**src/timer16_params.svh**
```systemverilog
// register offsets, reset values and counting constants of the 16-bit timer core
`ifndef TIMER16_PARAMS_SVH
`define TIMER16_PARAMS_SVH

// byte offsets on the apb bus, one aligned word each, byte data in bits 7:0
`define OFS_CTRL_A      8'h00
`define OFS_CTRL_B      8'h04
`define OFS_COUNT_LO    8'h08
`define OFS_COUNT_HI    8'h0c
`define OFS_CMP_A_LO    8'h10
`define OFS_CMP_A_HI    8'h14
`define OFS_CMP_B_LO    8'h18
`define OFS_CMP_B_HI    8'h1c
`define OFS_CAPT_LO     8'h20
`define OFS_CAPT_HI     8'h24
`define OFS_FLAGS       8'h28
`define OFS_MASK        8'h2c

// reset values: the power-off bit starts set, everything else clear
`define RST_CTRL_A      8'h80
`define RST_CTRL_B      8'h00
`define RST_WORD16      16'h0000
`define RST_FLAGS       4'h0

// count limits
`define COUNT_FLOOR     16'h0000
`define COUNT_MAX       16'hffff
`define TOP_FIX_8       16'h00ff
`define TOP_FIX_9       16'h01ff
`define TOP_FIX_10      16'h03ff

// prescaler width and the masks whose all-ones state marks a tick
`define PRESC_W         10
`define PRESC_M8        10'h007
`define PRESC_M64       10'h03f
`define PRESC_M256      10'h0ff
`define PRESC_M1024     10'h3ff

// noise filter length default, in clk samples
`define FILT_LEN_DEF    4

`endif

```
**src/timer16_pkg.sv**
```systemverilog
// types shared by the 16-bit timer core
package timer16_pkg;

    // ceiling choice of the count sequence
    typedef enum logic [2:0] {
        TOP_MAX   = 3'h0,
        TOP_8     = 3'h1,
        TOP_9     = 3'h2,
        TOP_10    = 3'h3,
        TOP_CMP_A = 3'h4,
        TOP_CAPT  = 3'h5
    } top_sel_t;

    // timer tick source
    typedef enum logic [2:0] {
        CS_NONE     = 3'h0,
        CS_DIV1     = 3'h1,
        CS_DIV8     = 3'h2,
        CS_DIV64    = 3'h3,
        CS_DIV256   = 3'h4,
        CS_DIV1024  = 3'h5,
        CS_EXT_FALL = 3'h6,
        CS_EXT_RISE = 3'h7
    } clk_sel_t;

    // control register a, msb first
    typedef struct packed {
        logic     power_off;  // timer_power_off_bit
        logic     cap_rise;   // capture on rising edge
        logic     cap_sel_b;  // use capture_input_b
        logic     retrig_en;  // retrigger_event enable
        logic     pwm_en;     // compare pins in pwm form
        top_sel_t top_sel;    // count ceiling
    } ctrl_a_t;

    // event flags, also the mask layout
    typedef struct packed {
        logic capture;
        logic compare_b;
        logic compare_a;
        logic overflow;
    } flags_t;

endpackage

```
**src/timer16_core.sv**
```systemverilog
// 16-bit timer/counter core with byte-wide register access over apb
`timescale 1ns/10ps
`default_nettype none
`include "timer16_params.svh"

module timer16_core #(
    parameter int ADDR_W   = 8,                // apb address width
    parameter int FILT_LEN = `FILT_LEN_DEF     // noise filter samples
) (
    input  wire logic              clk,        // system clock, 100 mhz
    input  wire logic              srst,       // synchronous reset, high
    input  wire logic              psel,       // apb select
    input  wire logic              penable,    // apb access phase
    input  wire logic              pwrite,     // apb direction
    input  wire logic [ADDR_W-1:0] paddr,      // apb byte address
    input  wire logic [31:0]       pwdata,     // apb write data
    output logic      [31:0]       prdata,     // apb read data
    output logic                   pready,     // apb ready
    output logic                   pslverr,    // apb error, unmapped
    input  wire logic              external_count_pin, // external tick pin
    input  wire logic              capture_input_a,    // capture pin a
    input  wire logic              capture_input_b,    // capture pin b
    output logic      [1:0]        compare_output_pin, // b, a
    output logic                   irq                 // masked flag request
);

    ////////////////////////////////////////////////////////////////////////////////
    // elaboration checks

    if (ADDR_W < 6 || FILT_LEN < 2 || FILT_LEN > 16)
    begin : g_bad_param
        $error("timer16_core: ADDR_W or FILT_LEN out of range");
    end

    ////////////////////////////////////////////////////////////////////////////////
    // state

    timer16_pkg::ctrl_a_t     ctrl_a_q;          // timer_control_a
    timer16_pkg::clk_sel_t    clk_sel_q;         // timer_control_b
    logic [15:0]              count_value_q;     // count_value_reg
    logic [15:0]              capture_value_q;   // capture_value_reg
    logic [15:0]              cmp_sh_q  [2];     // compare_regs as written
    logic [15:0]              cmp_act_q [2];     // compare_regs in use
    logic [7:0]               hold_q;            // shared high-byte holding
    timer16_pkg::flags_t      flags_q;           // timer_flag_reg
    timer16_pkg::flags_t      mask_q;            // timer_mask_reg
    logic [`PRESC_W-1:0]      presc_q;           // prescaler
    logic                     ext_prev_q;        // last external pin level
    logic [1:0]               filt_q;            // filtered capture inputs
    logic                     cap_prev_q;        // last filtered selected input
    logic [31:0]              prdata_q;          // read data
    logic                     pready_q;          // answer
    logic                     pslverr_q;         // unmapped answer
    logic [1:0]               pin_q;             // compare pins
    logic                     irq_q;             // request

    ////////////////////////////////////////////////////////////////////////////////
    // apb decode

    logic       rd_cap;       // read data latched, side effects happen here
    logic       wr_done;      // write takes effect here
    logic [7:0] addr8;        // low address byte
    logic       mapped;       // address hits a register
    logic [7:0] wbyte;        // written byte

    assign addr8   = paddr[7:0];
    assign wbyte   = pwdata[7:0];
    assign rd_cap  = psel && penable && !pready_q && !pwrite;
    // unmapped writes are dropped, so wide address buses cannot alias registers
    assign wr_done = psel && penable && pready_q && pwrite && mapped;
    assign mapped  = (addr8[1:0] == 2'h0) && (addr8 <= `OFS_MASK) && (paddr[ADDR_W-1:6] == '0);

    logic wr_cnt_lo;  // count low write
    logic wr_capt_lo; // capture low write, only when capture is the ceiling
    logic wr_hi;      // any high byte write
    assign wr_cnt_lo  = wr_done && addr8 == `OFS_COUNT_LO;
    assign wr_capt_lo = wr_done && addr8 == `OFS_CAPT_LO &&
                        ctrl_a_q.top_sel == timer16_pkg::TOP_CAPT;
    assign wr_hi      = wr_done && (addr8 == `OFS_COUNT_HI || addr8 == `OFS_CMP_A_HI ||
                                    addr8 == `OFS_CMP_B_HI || addr8 == `OFS_CAPT_HI);

    // read mux; high bytes of count and capture come from the holding register
    logic [7:0] rbyte;
    always_comb
    begin
        rbyte = 8'h00;
        case (addr8)
            `OFS_CTRL_A:   rbyte = ctrl_a_q;
            `OFS_CTRL_B:   rbyte = {5'h00, clk_sel_q};
            `OFS_COUNT_LO: rbyte = count_value_q[7:0];
            `OFS_COUNT_HI: rbyte = hold_q;
            `OFS_CMP_A_LO: rbyte = cmp_sh_q[0][7:0];
            `OFS_CMP_A_HI: rbyte = cmp_sh_q[0][15:8];
            `OFS_CMP_B_LO: rbyte = cmp_sh_q[1][7:0];
            `OFS_CMP_B_HI: rbyte = cmp_sh_q[1][15:8];
            `OFS_CAPT_LO:  rbyte = capture_value_q[7:0];
            `OFS_CAPT_HI:  rbyte = hold_q;
            `OFS_FLAGS:    rbyte = {4'h0, flags_q};
            `OFS_MASK:     rbyte = {4'h0, mask_q};
            default:       rbyte = 8'h00;
        endcase
    end

    // bus answer: one wait cycle, then pready with data or error
    always_ff @(posedge clk)
    begin
        if (srst)
        begin
            pready_q  <= 1'b0;
            pslverr_q <= 1'b0;
            prdata_q  <= 32'h0000_0000;
        end
        else
        begin
            pready_q  <= psel && penable && !pready_q;
            pslverr_q <= psel && penable && !pready_q && !mapped;
            if (rd_cap)
                prdata_q <= {24'h00_0000, rbyte};
        end
    end

    ////////////////////////////////////////////////////////////////////////////////
    // control registers, plain bytes without ordering limits

    always_ff @(posedge clk)
    begin
        if (srst)
        begin
            ctrl_a_q  <= timer16_pkg::ctrl_a_t'(`RST_CTRL_A);
            clk_sel_q <= timer16_pkg::CS_NONE;
            mask_q    <= timer16_pkg::flags_t'(`RST_FLAGS);
        end
        else if (wr_done)
        begin
            if (addr8 == `OFS_CTRL_A)
                ctrl_a_q <= timer16_pkg::ctrl_a_t'(wbyte);
            if (addr8 == `OFS_CTRL_B)
                clk_sel_q <= timer16_pkg::clk_sel_t'(wbyte[2:0]);
            if (addr8 == `OFS_MASK)
                mask_q <= timer16_pkg::flags_t'(wbyte[3:0]);
        end
    end

    // holding register: filled by any high write or by a low read of count/capture
    always_ff @(posedge clk)
    begin
        if (srst)
            hold_q <= 8'h00;
        else if (wr_hi)
            hold_q <= wbyte;
        else if (rd_cap && addr8 == `OFS_COUNT_LO)
            hold_q <= count_value_q[15:8];
        else if (rd_cap && addr8 == `OFS_CAPT_LO)
            hold_q <= capture_value_q[15:8];
    end

    ////////////////////////////////////////////////////////////////////////////////
    // clock select and prescaler

    logic run;   // module powered and a source chosen
    logic tick;  // timer_tick
    assign run = !ctrl_a_q.power_off && clk_sel_q != timer16_pkg::CS_NONE;

    // prescaler held in reset while idle so the first divided tick is a full period
    always_ff @(posedge clk)
    begin
        if (srst || !run)
            presc_q <= '0;
        else
            presc_q <= presc_q + 1'b1;
    end

    // external pin is synchronous, so one register suffices for edge detection
    always_ff @(posedge clk)
    begin
        if (srst)
            ext_prev_q <= 1'b0;
        else
            ext_prev_q <= external_count_pin;
    end

    always_comb
    begin
        tick = 1'b0;
        unique case (clk_sel_q)
            timer16_pkg::CS_NONE:     tick = 1'b0;
            timer16_pkg::CS_DIV1:     tick = 1'b1;
            timer16_pkg::CS_DIV8:     tick = (presc_q & `PRESC_M8) == `PRESC_M8;
            timer16_pkg::CS_DIV64:    tick = (presc_q & `PRESC_M64) == `PRESC_M64;
            timer16_pkg::CS_DIV256:   tick = (presc_q & `PRESC_M256) == `PRESC_M256;
            timer16_pkg::CS_DIV1024:  tick = presc_q == `PRESC_M1024;
            timer16_pkg::CS_EXT_FALL: tick = ext_prev_q && !external_count_pin;
            timer16_pkg::CS_EXT_RISE: tick = !ext_prev_q && external_count_pin;
        endcase
        tick = tick && !ctrl_a_q.power_off;
    end

    ////////////////////////////////////////////////////////////////////////////////
    // capture inputs: noise filter per pin, then edge selection

    logic [1:0] cap_raw;
    assign cap_raw = {capture_input_b, capture_input_a};

    for (genvar i = 0; i < 2; i++)
    begin : g_filt
        logic [FILT_LEN-1:0] sh_q;  // recent samples
        // level only moves after FILT_LEN equal samples; costs one cycle more than that in delay
        always_ff @(posedge clk)
        begin
            if (srst)
            begin
                sh_q      <= '0;
                filt_q[i] <= 1'b0;
            end
            else
            begin
                sh_q <= {sh_q[FILT_LEN-2:0], cap_raw[i]};
                if (&sh_q)
                    filt_q[i] <= 1'b1;
                else if (~|sh_q)
                    filt_q[i] <= 1'b0;
            end
        end
    end

    logic cap_lvl;  // selected filtered input
    logic cap_evt;  // qualifying edge
    logic retrig;   // retrigger_event
    logic capt_en;  // capture allowed, not while capture is the ceiling
    assign cap_lvl = ctrl_a_q.cap_sel_b ? filt_q[1] : filt_q[0];
    assign cap_evt = !ctrl_a_q.power_off && (cap_lvl != cap_prev_q) && (cap_lvl == ctrl_a_q.cap_rise);
    assign retrig  = cap_evt && ctrl_a_q.retrig_en;
    assign capt_en = ctrl_a_q.top_sel != timer16_pkg::TOP_CAPT;

    always_ff @(posedge clk)
    begin
        if (srst)
            cap_prev_q <= 1'b0;
        else
            cap_prev_q <= cap_lvl;
    end

    // capture register: written by software only when it serves as the ceiling
    always_ff @(posedge clk)
    begin
        if (srst)
            capture_value_q <= `RST_WORD16;
        else if (wr_capt_lo)
            capture_value_q <= {hold_q, wbyte};
        else if (cap_evt && capt_en)
            capture_value_q <= count_value_q;
    end

    ////////////////////////////////////////////////////////////////////////////////
    // ceiling and counter

    logic [15:0] top_val;  // current ceiling
    logic        wrap;     // tick at the ceiling
    logic [15:0] count_nx; // count after this tick
    always_comb
    begin
        case (ctrl_a_q.top_sel)
            timer16_pkg::TOP_8:     top_val = `TOP_FIX_8;
            timer16_pkg::TOP_9:     top_val = `TOP_FIX_9;
            timer16_pkg::TOP_10:    top_val = `TOP_FIX_10;
            timer16_pkg::TOP_CMP_A: top_val = cmp_act_q[0];
            timer16_pkg::TOP_CAPT:  top_val = capture_value_q;
            default:                top_val = `COUNT_MAX;
        endcase
    end
    // a count above a lowered ceiling runs on to the maximum and wraps there
    assign wrap     = tick && (count_value_q == top_val || count_value_q == `COUNT_MAX);
    assign count_nx = wrap ? `COUNT_FLOOR : count_value_q + 16'h0001;

    always_ff @(posedge clk)
    begin
        if (srst)
            count_value_q <= `RST_WORD16;
        else if (wr_cnt_lo)
            count_value_q <= {hold_q, wbyte};
        else if (retrig)
            count_value_q <= `COUNT_FLOOR;
        else if (tick)
            count_value_q <= count_nx;
    end

    ////////////////////////////////////////////////////////////////////////////////
    // compare channels

    logic [1:0] match;     // per-channel compare match on a tick
    logic       buffered;  // updates wait for the wrap
    logic       a_is_top;  // compare a defines the ceiling
    assign a_is_top = ctrl_a_q.top_sel == timer16_pkg::TOP_CMP_A;
    assign buffered = ctrl_a_q.pwm_en || a_is_top;

    for (genvar i = 0; i < 2; i++)
    begin : g_cmp
        logic [7:0] lo_ofs;
        assign lo_ofs   = (i == 0) ? `OFS_CMP_A_LO : `OFS_CMP_B_LO;
        assign match[i] = tick && count_value_q == cmp_act_q[i];

        // written copy and active copy; pwm modes and the compare a ceiling defer the change to the wrap
        always_ff @(posedge clk)
        begin
            if (srst)
            begin
                cmp_sh_q[i]  <= `RST_WORD16;
                cmp_act_q[i] <= `RST_WORD16;
            end
            else
            begin
                if (wr_done && addr8 == lo_ofs)
                    cmp_sh_q[i] <= {hold_q, wbyte};
                if (!buffered || wrap)
                    cmp_act_q[i] <= cmp_sh_q[i];
            end
        end

        // pwm: high while count is below compare, pin a held low while compare a is the ceiling; otherwise toggle on match
        always_ff @(posedge clk)
        begin
            if (srst)
                pin_q[i] <= 1'b0;
            else if (ctrl_a_q.pwm_en && i == 0 && a_is_top)
                pin_q[i] <= 1'b0;
            else if (ctrl_a_q.pwm_en && tick)
                pin_q[i] <= count_nx < cmp_act_q[i];
            else if (!ctrl_a_q.pwm_en && match[i])
                pin_q[i] <= !pin_q[i];
        end
    end

    ////////////////////////////////////////////////////////////////////////////////
    // flags and request; a set in the clearing cycle wins

    timer16_pkg::flags_t set_f;
    timer16_pkg::flags_t clr_f;
    assign set_f = '{capture: cap_evt && capt_en, compare_b: match[1], compare_a: match[0], overflow: wrap};
    assign clr_f = (wr_done && addr8 == `OFS_FLAGS) ? timer16_pkg::flags_t'(wbyte[3:0])
                                                    : timer16_pkg::flags_t'(4'h0);

    always_ff @(posedge clk)
    begin
        if (srst)
        begin
            flags_q <= timer16_pkg::flags_t'(`RST_FLAGS);
            irq_q   <= 1'b0;
        end
        else
        begin
            flags_q <= (flags_q & ~clr_f) | set_f;
            irq_q   <= |(flags_q & mask_q);
        end
    end

    assign prdata             = prdata_q;
    assign pready             = pready_q;
    assign pslverr            = pslverr_q;
    assign compare_output_pin = pin_q;
    assign irq                = irq_q;
endmodule // timer16_core
`default_nettype wire

```
**config.mk**
```make
export PLATFORM = sky130hd
export DESIGN_NAME = timer16_core
export DESIGN_NICKNAME = d
export VERILOG_FILES = /design/src/timer16_pkg.sv /design/src/timer16_core.sv
export VERILOG_INCLUDE_DIRS = /design/src /design/src/src
export SDC_FILE = /design/constraint.sdc
export NUM_CORES = 1
export LEC_CHECK = 0
export BUFFER_PORTS_ARGS = -buffer_cell sky130_fd_sc_hd__buf_2
export CAP_MARGIN = 20
export CORE_MARGIN = 2
export CORE_UTILIZATION = 50
export DETAILED_ROUTE_END_ITERATION = 6
export GPL_ROUTABILITY_DRIVEN = 0
export PLACE_DENSITY = 0.67
export SLEW_MARGIN = 20
export SYNTH_ARGS = -nofsm -noshare
export SYNTH_HDL_FRONTEND = slang
export SYNTH_SLANG_ARGS = --single-unit
```
**constraint.sdc**
```tcl
create_clock -name clk -period 8.31 [get_ports clk]
set_input_delay 1.662 -clock clk [delete_from_list [all_inputs] [get_ports clk]]
set_output_delay 1.662 -clock clk [all_outputs]
set_load 0.05 [all_outputs]
```
==> flow_summary_export.csv, run 1 <==
group,metric,value,unit
timing,setup_tns,0,ns
cts,clk_latency,0.44,ns
synthesis,synth_area_per_cell,9.08,sq um
routing,final_antenna_net_count,0,
setup_path,crit_top_cell,"ha_1",
setup_path,ff2ff_path_depth,16,
worst_hold_path,whs_endpoint,"presc_q[0]$_SDFF_PP0_",
cells_and_area,drive_gt1_share,9.40,%
timing,fin_crit_sh,63.6,%
synthesis,synth.area.top_cells,"edfxtp_1 (21%), dfxtp_1 (20%), mux2i_1 (4.9%)",
pwr,switchingPower,442,uW
timing,fin_crit,5.28,ns
setup_path,cp_top_family,"simple AND/OR/NAND/NOR gates",
timing,worst-slew-pin-transition,1.02,ns
pwr,p_leak,0.00367,uW
timing,max_freq,0.189,GHz
synthesis,synth_top_area_share,20.6,%
setup_path,rr_endpoint,"compare_output_pin[1]$_SDFFE_PP0P_",
timing,slew_violations,0,
global_route,grt_use_met1,39.7,%
cts,cts_buffers,17,
synthesis,ys_ff_latch,158,
floorplan,die_h,141,um
synthesis,synth_edf_count,64,
setup_path,worstPathRequired,8.69,ns
floorplan,die_area,0.0197,sq mm
setup_path,path_cells,"inv_1 -> ha_1 -> or3_1 -> nor4_1 -> nor3_1 -> a211oi_4 -> a21oi_2 -> nor2_2 -> nor2_1 -> ha_1 -> a21o_1 -> nand3_1 -> a21oi_1 -> or4b_2 -> a211oi_1 -> a31o_2",
floorplan,rows,49,
cts,postCtsHoldBufs,0,
setup_path,r2r_slack,3.03,ns
pwr,combPwrFrac,5.6,%
worst_hold_path,hold_start,"presc_q[0]$_SDFF_PP0_",
global_route,grt.met2_usage,45.7,%
outcome,outcome,"finished, final reports clean",
setup_path,crit_fanout,17,
floorplan,start_util,51.4,%
place,place_inst,1239,
global_route,grt_use_met3,7.56,%
setup_path,worstPathArrival,5.67,ns
synthesis,synthMostInstantiatedCell,"nor2_1",
cells_and_area,syn_to_final_growth,8.55,%
synthesis,synth_cell_types,65,
synthesis,ys.flop_type,"dfxtp_1",
cts,postCtsSetupBuffers,0,
timing,grt_setup_unrepaired,"no",
routing,via_per_inst,6.33,
synthesis,yosysSeqAreaShare,40.8,%
global_route,grt_pass1_vias,7519,
routing,drt_first_iter_violations,1015,
routing,drtPass1Iterations,5,
setup_path,critPathLaunch,"ctrl_a_q[2]$_SDFFE_PP0P_",
worst_hold_path,min_delay_path_depth,1,
flow_run,drv_cap,0,
setup_path,start_kind,"register",
cts,clk_pin_slew,0.07,ns
cts,cts.sinks,158,
pwr,vdd_drop_max,133,uV
pwr,sw_frac_of_total,25.4,%
routing,vias,8041,
routing,drc_errors,0,
cells_and_area,diodes,0,
synthesis,synthArstFlopShare,0,%
global_route,grt_usage,29.7,%
global_route,grt_pass1_wl,44.2,mm
cts,ctsRootBufferMaster,"clkbuf_16",
setup_path,r2r-start,"ctrl_a_q[2]$_SDFFE_PP0P_",
timing,clock_skew,0.00822,ns
worst_hold_path,min-delay-path-class,"register to register",
global_route,grt-busiest-layer,"met2",
place,io_buffer_count,36,
pwr,p_seq_share,47.8,%
timing,max_slew_margin,31.6,%
floorplan,ios,85,
floorplan,die_w,141,um
synthesis,syn_inst,1026,
synthesis,ys_warn_count,0,
timing,hold_violations,0,
pwr,power.share.clock,46.6,%
cells_and_area,nets,1111,
cts,htree_levels,4,
cts,cts_tree,"done",
cts,cts_resized,0,
pwr,pwr_density_cell,172,mW/mm^2
synthesis,yosysTopAreaCell,"edfxtp_1",
setup_path,timing.critical_path.buf_inv,1,
global_route,grt-ovfl-total,0,
pwr,internal_power,1300,uW
cells_and_area,fillers,1635,
setup_path,crit_slowest_cell,"or4b_2",
floorplan,core,0.0181,sq mm
setup_path,end_kind,"register",
setup_path,critical-path-max-stage-delay,0.64,ns
place,dpl.hpwl,20.6,mm
timing,whs,0.468,ns
routing,wl,29.1,mm
routing,wl_per_cell,22.9,um
timing,setup_viol,0,
global_route,grt_antenna_before_repair,0,
synthesis,syn-cell-area,0.00932,sq mm
synthesis,synth_common_cells,"nor2_1 (100), dfxtp_1 (94), and2_1 (65), nand2_1 (65), edfxtp_1 (64)",
cts,clk_path_buf_depth,2,
cells_and_area,fin_cells,1271,
pwr,power,1740,uW
setup_path,setup.worst_path.class,"register to register",
global_route,grt_max_degree,69,
[cell families (layout without fill, tap and decap cells)]
family / after synthesis / count (layout) / synth area share, %
compound gates: 222 / 222 / 16.4
xor+xnor: 57 / 57 / 5.36
fa+ha+maj: 34 / 34 / 4.56
buf+inv: 126 / 119 / 6.36
flops: 158 / 158 / 40.8
mux: 52 / 52 / 5.67
other cells: 1 / 24 / 0.0402
simple gates: 376 / 376 / 20.8
[registers in the layout, summed over array words and instances (netlist names), 8 cells and up]
name and count:
cmp_sh_q 32, count_value_q 16, ctrl_a_q 8, g_filt.sh_q 8, cmp_act_q 32, capture_value_q 16
hold_q 8, presc_q 10, prdata 8
[through the flow]
stage	cell area [sq um]	utilization, %	setup WS, ns
2_1_floorplan	9410	-	3.60
3_3_place_gp	9510	52.4	2.92
3_5_place_dp	9510	52.4	2.93
4_1_cts	10100	55.7	3.14
5_1_grt	10100	55.8	2.64
6_report	10100	55.8	3.03
[worst max-delay path by stage]
stage	endpoint	slack, ns	depth (start not counted)
detailed placement	compare_output_pin[1]$_SDFFE_PP0P_	2.93	13
global route	compare_output_pin[1]$_SDFFE_PP0P_	2.64	16
CTS	compare_output_pin[1]$_SDFFE_PP0P_	3.14	17
global placement	compare_output_pin[1]$_SDFFE_PP0P_	2.92	13
finish	compare_output_pin[1]$_SDFFE_PP0P_	3.03	16
floorplan	compare_output_pin[1]$_SDFFE_PP0P_	3.60	16
[metal layers]
| metal | share of wire, % | routed length, um |
|---|---|---|
| met2 | 44 | 12900 |
| met5 | 0 | 0 |
| met3 | 11 | 3080 |
| met1 | 41 | 11900 |
| met4 | 4.3 | 1250 |
[cell type report]
| class | instances | area, sq um | share of cell area (%) |
|---|---|---|---|
| clock buffers | 18 | 430 | 4.25 |
| flip-flops and latches | 158 | 3800 | 37.6 |
| multi-input cells | 765 | 5020 | 49.6 |
| well taps | 229 | 287 | 2.83 |
| inverters | 42 | 158 | 1.56 |
| repair buffers | 45 | 248 | 2.45 |
| clock inverters | 14 | 169 | 1.67 |
[power by group through the flow]
stage               Combinational, uW  Sequential, uW  Clock, uW
floorplan                        73.1             846          0
global placement                 93.7             849          0
detailed placement               94.5             849          0
CTS                              95.1             831        815
global route                      103             832        845
finish                           97.0             832        810
[worst register-to-register path: stages (launching register included)]
cell      delay (ns)
dfxtp_1         0.56
inv_1           0.17
ha_1            0.36
or3_1           0.52
nor4_1          0.37
nor3_1          0.14
a211oi_4        0.42
a21oi_2         0.15
nor2_2          0.62
nor2_1          0.19
ha_1            0.34
a21o_1          0.18
nand3_1         0.08
a21oi_1         0.07
or4b_2          0.64
a211oi_1        0.25
a31o_2          0.18
[layout by cell type, fill, tap and decap left out, drive strengths merged, types with 8 or more instances in the layout]
cell and count:
a211oi 35, a21oi 51, a221oi 17, a222oi 8
a22oi 16, a31oi 13, and2 65, buf 45
clkbuf 18, conb 24, dfxtp 94, edfxtp 64
ha 34, inv 52, mux2i 46, nand2 66
nand3 17, nand4 17, nor2 101, nor2b 18
nor3 33, nor4 13, o21ai 34, or3 8
xnor2 30, xor2 27
(Power assumes the default switching activity.)
==> run 2, diff against run 1 <==
--- a/config.mk
+++ b/config.mk
@@ -6,6 +6,7 @@
 export SDC_FILE = /design/constraint.sdc
 export NUM_CORES = 1
 export LEC_CHECK = 0
+export ABC_AREA = 1
 export BUFFER_PORTS_ARGS = -buffer_cell sky130_fd_sc_hd__buf_2
 export CAP_MARGIN = 20
 export CORE_MARGIN = 2
==> constraint.sdc (replaced) <==
create_clock -name clk -period 4.87 [get_ports clk]
set_input_delay 0.974 -clock clk [delete_from_list [all_inputs] [get_ports clk]]
set_output_delay 0.974 -clock clk [all_outputs]
set_load 0.05 [all_outputs]
==> flow_summary_export.csv, run 2 <==
group,metric,value,unit
routing,drtPass1Iterations,7,
setup_path,crit_fanout,12,
cells_and_area,drive_gt1_share,9.59,%
timing,fin_crit_sh,82.0,%
pwr,switchingPower,733,uW
setup_path,ff2ff_path_depth,19,
setup_path,rr_endpoint,"compare_output_pin[0]$_SDFFE_PP0P_",
synthesis,synth_cell_types,49,
synthesis,syn-cell-area,0.00913,sq mm
timing,fin_ws,0.876,ns
synthesis,ys.flop_type,"dfxtp_1",
timing,fin_crit,3.99,ns
routing,vias,8482,
global_route,grt_pass1_wl,43.4,mm
cts,clk_latency,0.44,ns
floorplan,die_area,0.0193,sq mm
setup_path,worstPathArrival,4.36,ns
synthesis,synth_edf_count,64,
routing,via_per_inst,5.77,
pwr,p_leak,0.00377,uW
cts,ctsRootBufferMaster,"clkbuf_16",
floorplan,start_util,50.8,%
setup_path,worstPathRequired,5.24,ns
flow_run,drv_cap,0,
pwr,internal_power,2150,uW
synthesis,synthArstFlopShare,0,%
global_route,grt_max_degree,52,
setup_path,crit_top_cell,"nand2_1",
routing,wl_per_cell,18.7,um
setup_path,r2r_slack,0.88,ns
setup_path,crit_slowest_cell,"a2111oi_0",
global_route,grt_pass1_vias,7807,
floorplan,die_w,139,um
setup_path,start_kind,"register",
floorplan,ios,85,
cells_and_area,final_common_cell,"nand2_1",
synthesis,ys_warn_count,0,
pwr,power.share.clock,45.5,%
pwr,combPwrFrac,5.5,%
timing,max_freq,0.250,GHz
outcome,violations,"design-rule violations",
place,pre_cts_ws,0.895,ns
setup_path,path_cells,"ha_1 -> nand4_1 -> nor2_1 -> nand2_1 -> nor2_1 -> nand2_1 -> nor3_2 -> nand3_1 -> nand2_2 -> nand2_4 -> inv_2 -> a211oi_1 -> buf_4 -> ha_1 -> nand4_1 -> a21oi_1 -> a2111oi_0 -> nand2_1 -> a21oi_1",
timing,max_slew_margin,53.1,%
place,dpl.hpwl,20.6,mm
synthesis,synth_top_area_share,21.1,%
global_route,grt_usage,28.9,%
cts,cts_tree,"done",
cts,cts_buffers,17,
place,io_buffer_count,36,
timing,hold_violations,0,
cts,cts_resized,0,
floorplan,core,0.0180,sq mm
cts,postCtsHoldBufs,0,
timing,setup_tns,0,ns
timing,whs,0.435,ns
cells_and_area,fin_util,55.4,%
pwr,p_seq_share,48.9,%
synthesis,synth_common_cells,"nand2_1 (250), inv_1 (162), nor2_1 (141)",
cells_and_area,syn_to_final_growth,9.13,%
cts,clk_path_buf_depth,2,
pwr,sw_frac_of_total,25.4,%
routing,wl,27.5,mm
setup_path,critical-path-max-stage-delay,0.52,ns
setup_path,end_kind,"register",
floorplan,rows,49,
timing,worst-slew-pin-transition,0.703,ns
timing,slew_violations,0,
outcome,outcome,"complete, but fails checks",
timing,setup_viol,0,
routing,drt_first_iter_violations,1121,
setup_path,r2r-start,"count_value_q[0]$_SDFFE_PP0P_",
cells_and_area,reg_top3,"cmp_act_q x32, cmp_sh_q x32",
setup_path,crit_path_end,"compare_output_pin[0]$_SDFFE_PP0P_",
pwr,pwr_density_cell,290,mW/mm^2
synthesis,yosysSeqAreaShare,41.7,%
cells_and_area,final_cell_mix,"nand2_1 (250), inv_1 (162), nor2_1 (139)",
timing,clock_skew,0.0107,ns
setup_path,setup.worst_path.class,"register to register",
pwr,vdd_drop_max,249,uV
timing,grt_setup_unrepaired,"no",
global_route,grt_antenna_before_repair,0,
synthesis,ys_ff_latch,158,
routing,drc_errors,5,
cts,clk_pin_slew,0.07,ns
setup_path,critPathLaunch,"count_value_q[0]$_SDFFE_PP0P_",
synthesis,synth_area_per_cell,7.58,sq um
global_route,grt-ovfl-total,0,
routing,final_antenna_net_count,0,
cts,cts.sinks,158,
synthesis,synth.area.top_cells,"edfxtp_1 (21%), dfxtp_1 (21%), nand2_1 (10%)",
cells_and_area,diodes,0,
floorplan,die_h,139,um
cts,postCtsSetupBuffers,0,
synthesis,syn_inst,1204,
cts,htree_levels,4,
worst_hold_path,min-delay-path-class,"register to register",
synthesis,synthMostInstantiatedCell,"nand2_1",
synthesis,yosysTopAreaCell,"edfxtp_1",
cells_and_area,nets,1310,
-- run 2: cell count changes after synthesis, moves of 18 or more --
cell      change
o21ai_0      +20
a31oi_1      +24
nand2_1     +185
and2_1       -65
nor3_1       -18
nor2_1       +41
nor2b_1      -18
inv_1       +120
mux2i_1      -45
nand4_1      +29
o22ai_1      +18
a211oi_1     -26
xor2_1       -22
nand3_1      +29
-- run 2: per-layer routing --
layer,share of wire (%),track usage (%)
met5,0,0
met4,3.7,12.3
met3,10,6.80
met2,43,42.8
met1,43,40.5
-- run 2: power groups by stage --
stage / Sequential [uW] / Combinational [uW] / Clock [uW]
after CTS: 1410 / 157 / 1320
after global placement: 1440 / 155 / 0
after detailed placement: 1440 / 156 / 0
after floorplan: 1430 / 127 / 0
final: 1410 / 159 / 1310
after global routing: 1410 / 172 / 1380
-- run 2: worst min-delay path by stage --
| stage | cells past startpoint | from | endpoint |
|---|---|---|---|
| 3_3_place_gp | 2 | g_filt[1].sh_q[1]$_SDFF_PP0_ | g_filt[1].sh_q[2]$_SDFF_PP0_ |
| 2_1_floorplan | 2 | g_filt[0].sh_q[1]$_SDFF_PP0_ | g_filt[0].sh_q[2]$_SDFF_PP0_ |
| 3_5_place_dp | 2 | g_filt[1].sh_q[1]$_SDFF_PP0_ | g_filt[1].sh_q[2]$_SDFF_PP0_ |
| 4_1_cts | 2 | g_filt[1].sh_q[1]$_SDFF_PP0_ | g_filt[1].sh_q[2]$_SDFF_PP0_ |
| 6_report | 2 | g_filt[1].sh_q[1]$_SDFF_PP0_ | g_filt[1].sh_q[2]$_SDFF_PP0_ |
| 5_1_grt | 2 | g_filt[0].sh_q[0]$_SDFF_PP0_ | g_filt[0].sh_q[1]$_SDFF_PP0_ |
-- run 2: logic make-up (layout without fill, tap and decap cells) --
group / after synthesis / after routing / share of synthesized area, %
AND/OR/NAND/NOR: 529 / 529 / 25.2
multiplexers: 1 / 1 / 0.110
AO/OA/AOI/OAI: 216 / 216 / 14.4
adder cells (fa/ha/maj): 34 / 34 / 4.66
buffers and inverters: 244 / 258 / 11.9
other: 1 / 24 / 0.0411
XOR/XNOR: 21 / 21 / 2.02
flip-flops: 158 / 158 / 41.7
-- run 2: cell type report --
type                    count  area [sq um]
clock inverters            11          93.8
flip-flops and latches    158          3800
inverters                 171           647
clock buffers              21           482
fillers                  1692          8000
well taps                 229           287
multi-input cells         825          4320
repair buffers             55           323
-- run 2: worst max-delay path, delay by kind of cell, from the launching register on --
kind            cells  cell delay [ns]
simple gates       11             1.66
compound gates      4             0.84
fa+ha+maj           2             0.55
flops               1             0.50
buf+inv             2             0.38
-- run 2: per-stage QoR --
stage / instance area [sq um] / instances / total power [uW]
4_1_cts: 9950 / 1470 / 2890
6_report: 9960 / 1470 / 2890
3_3_place_gp: 9380 / 1438 / 1600
3_5_place_dp: 9380 / 1438 / 1600
5_1_grt: 9960 / 1470 / 2970
2_1_floorplan: 9210 / 1227 / 1560
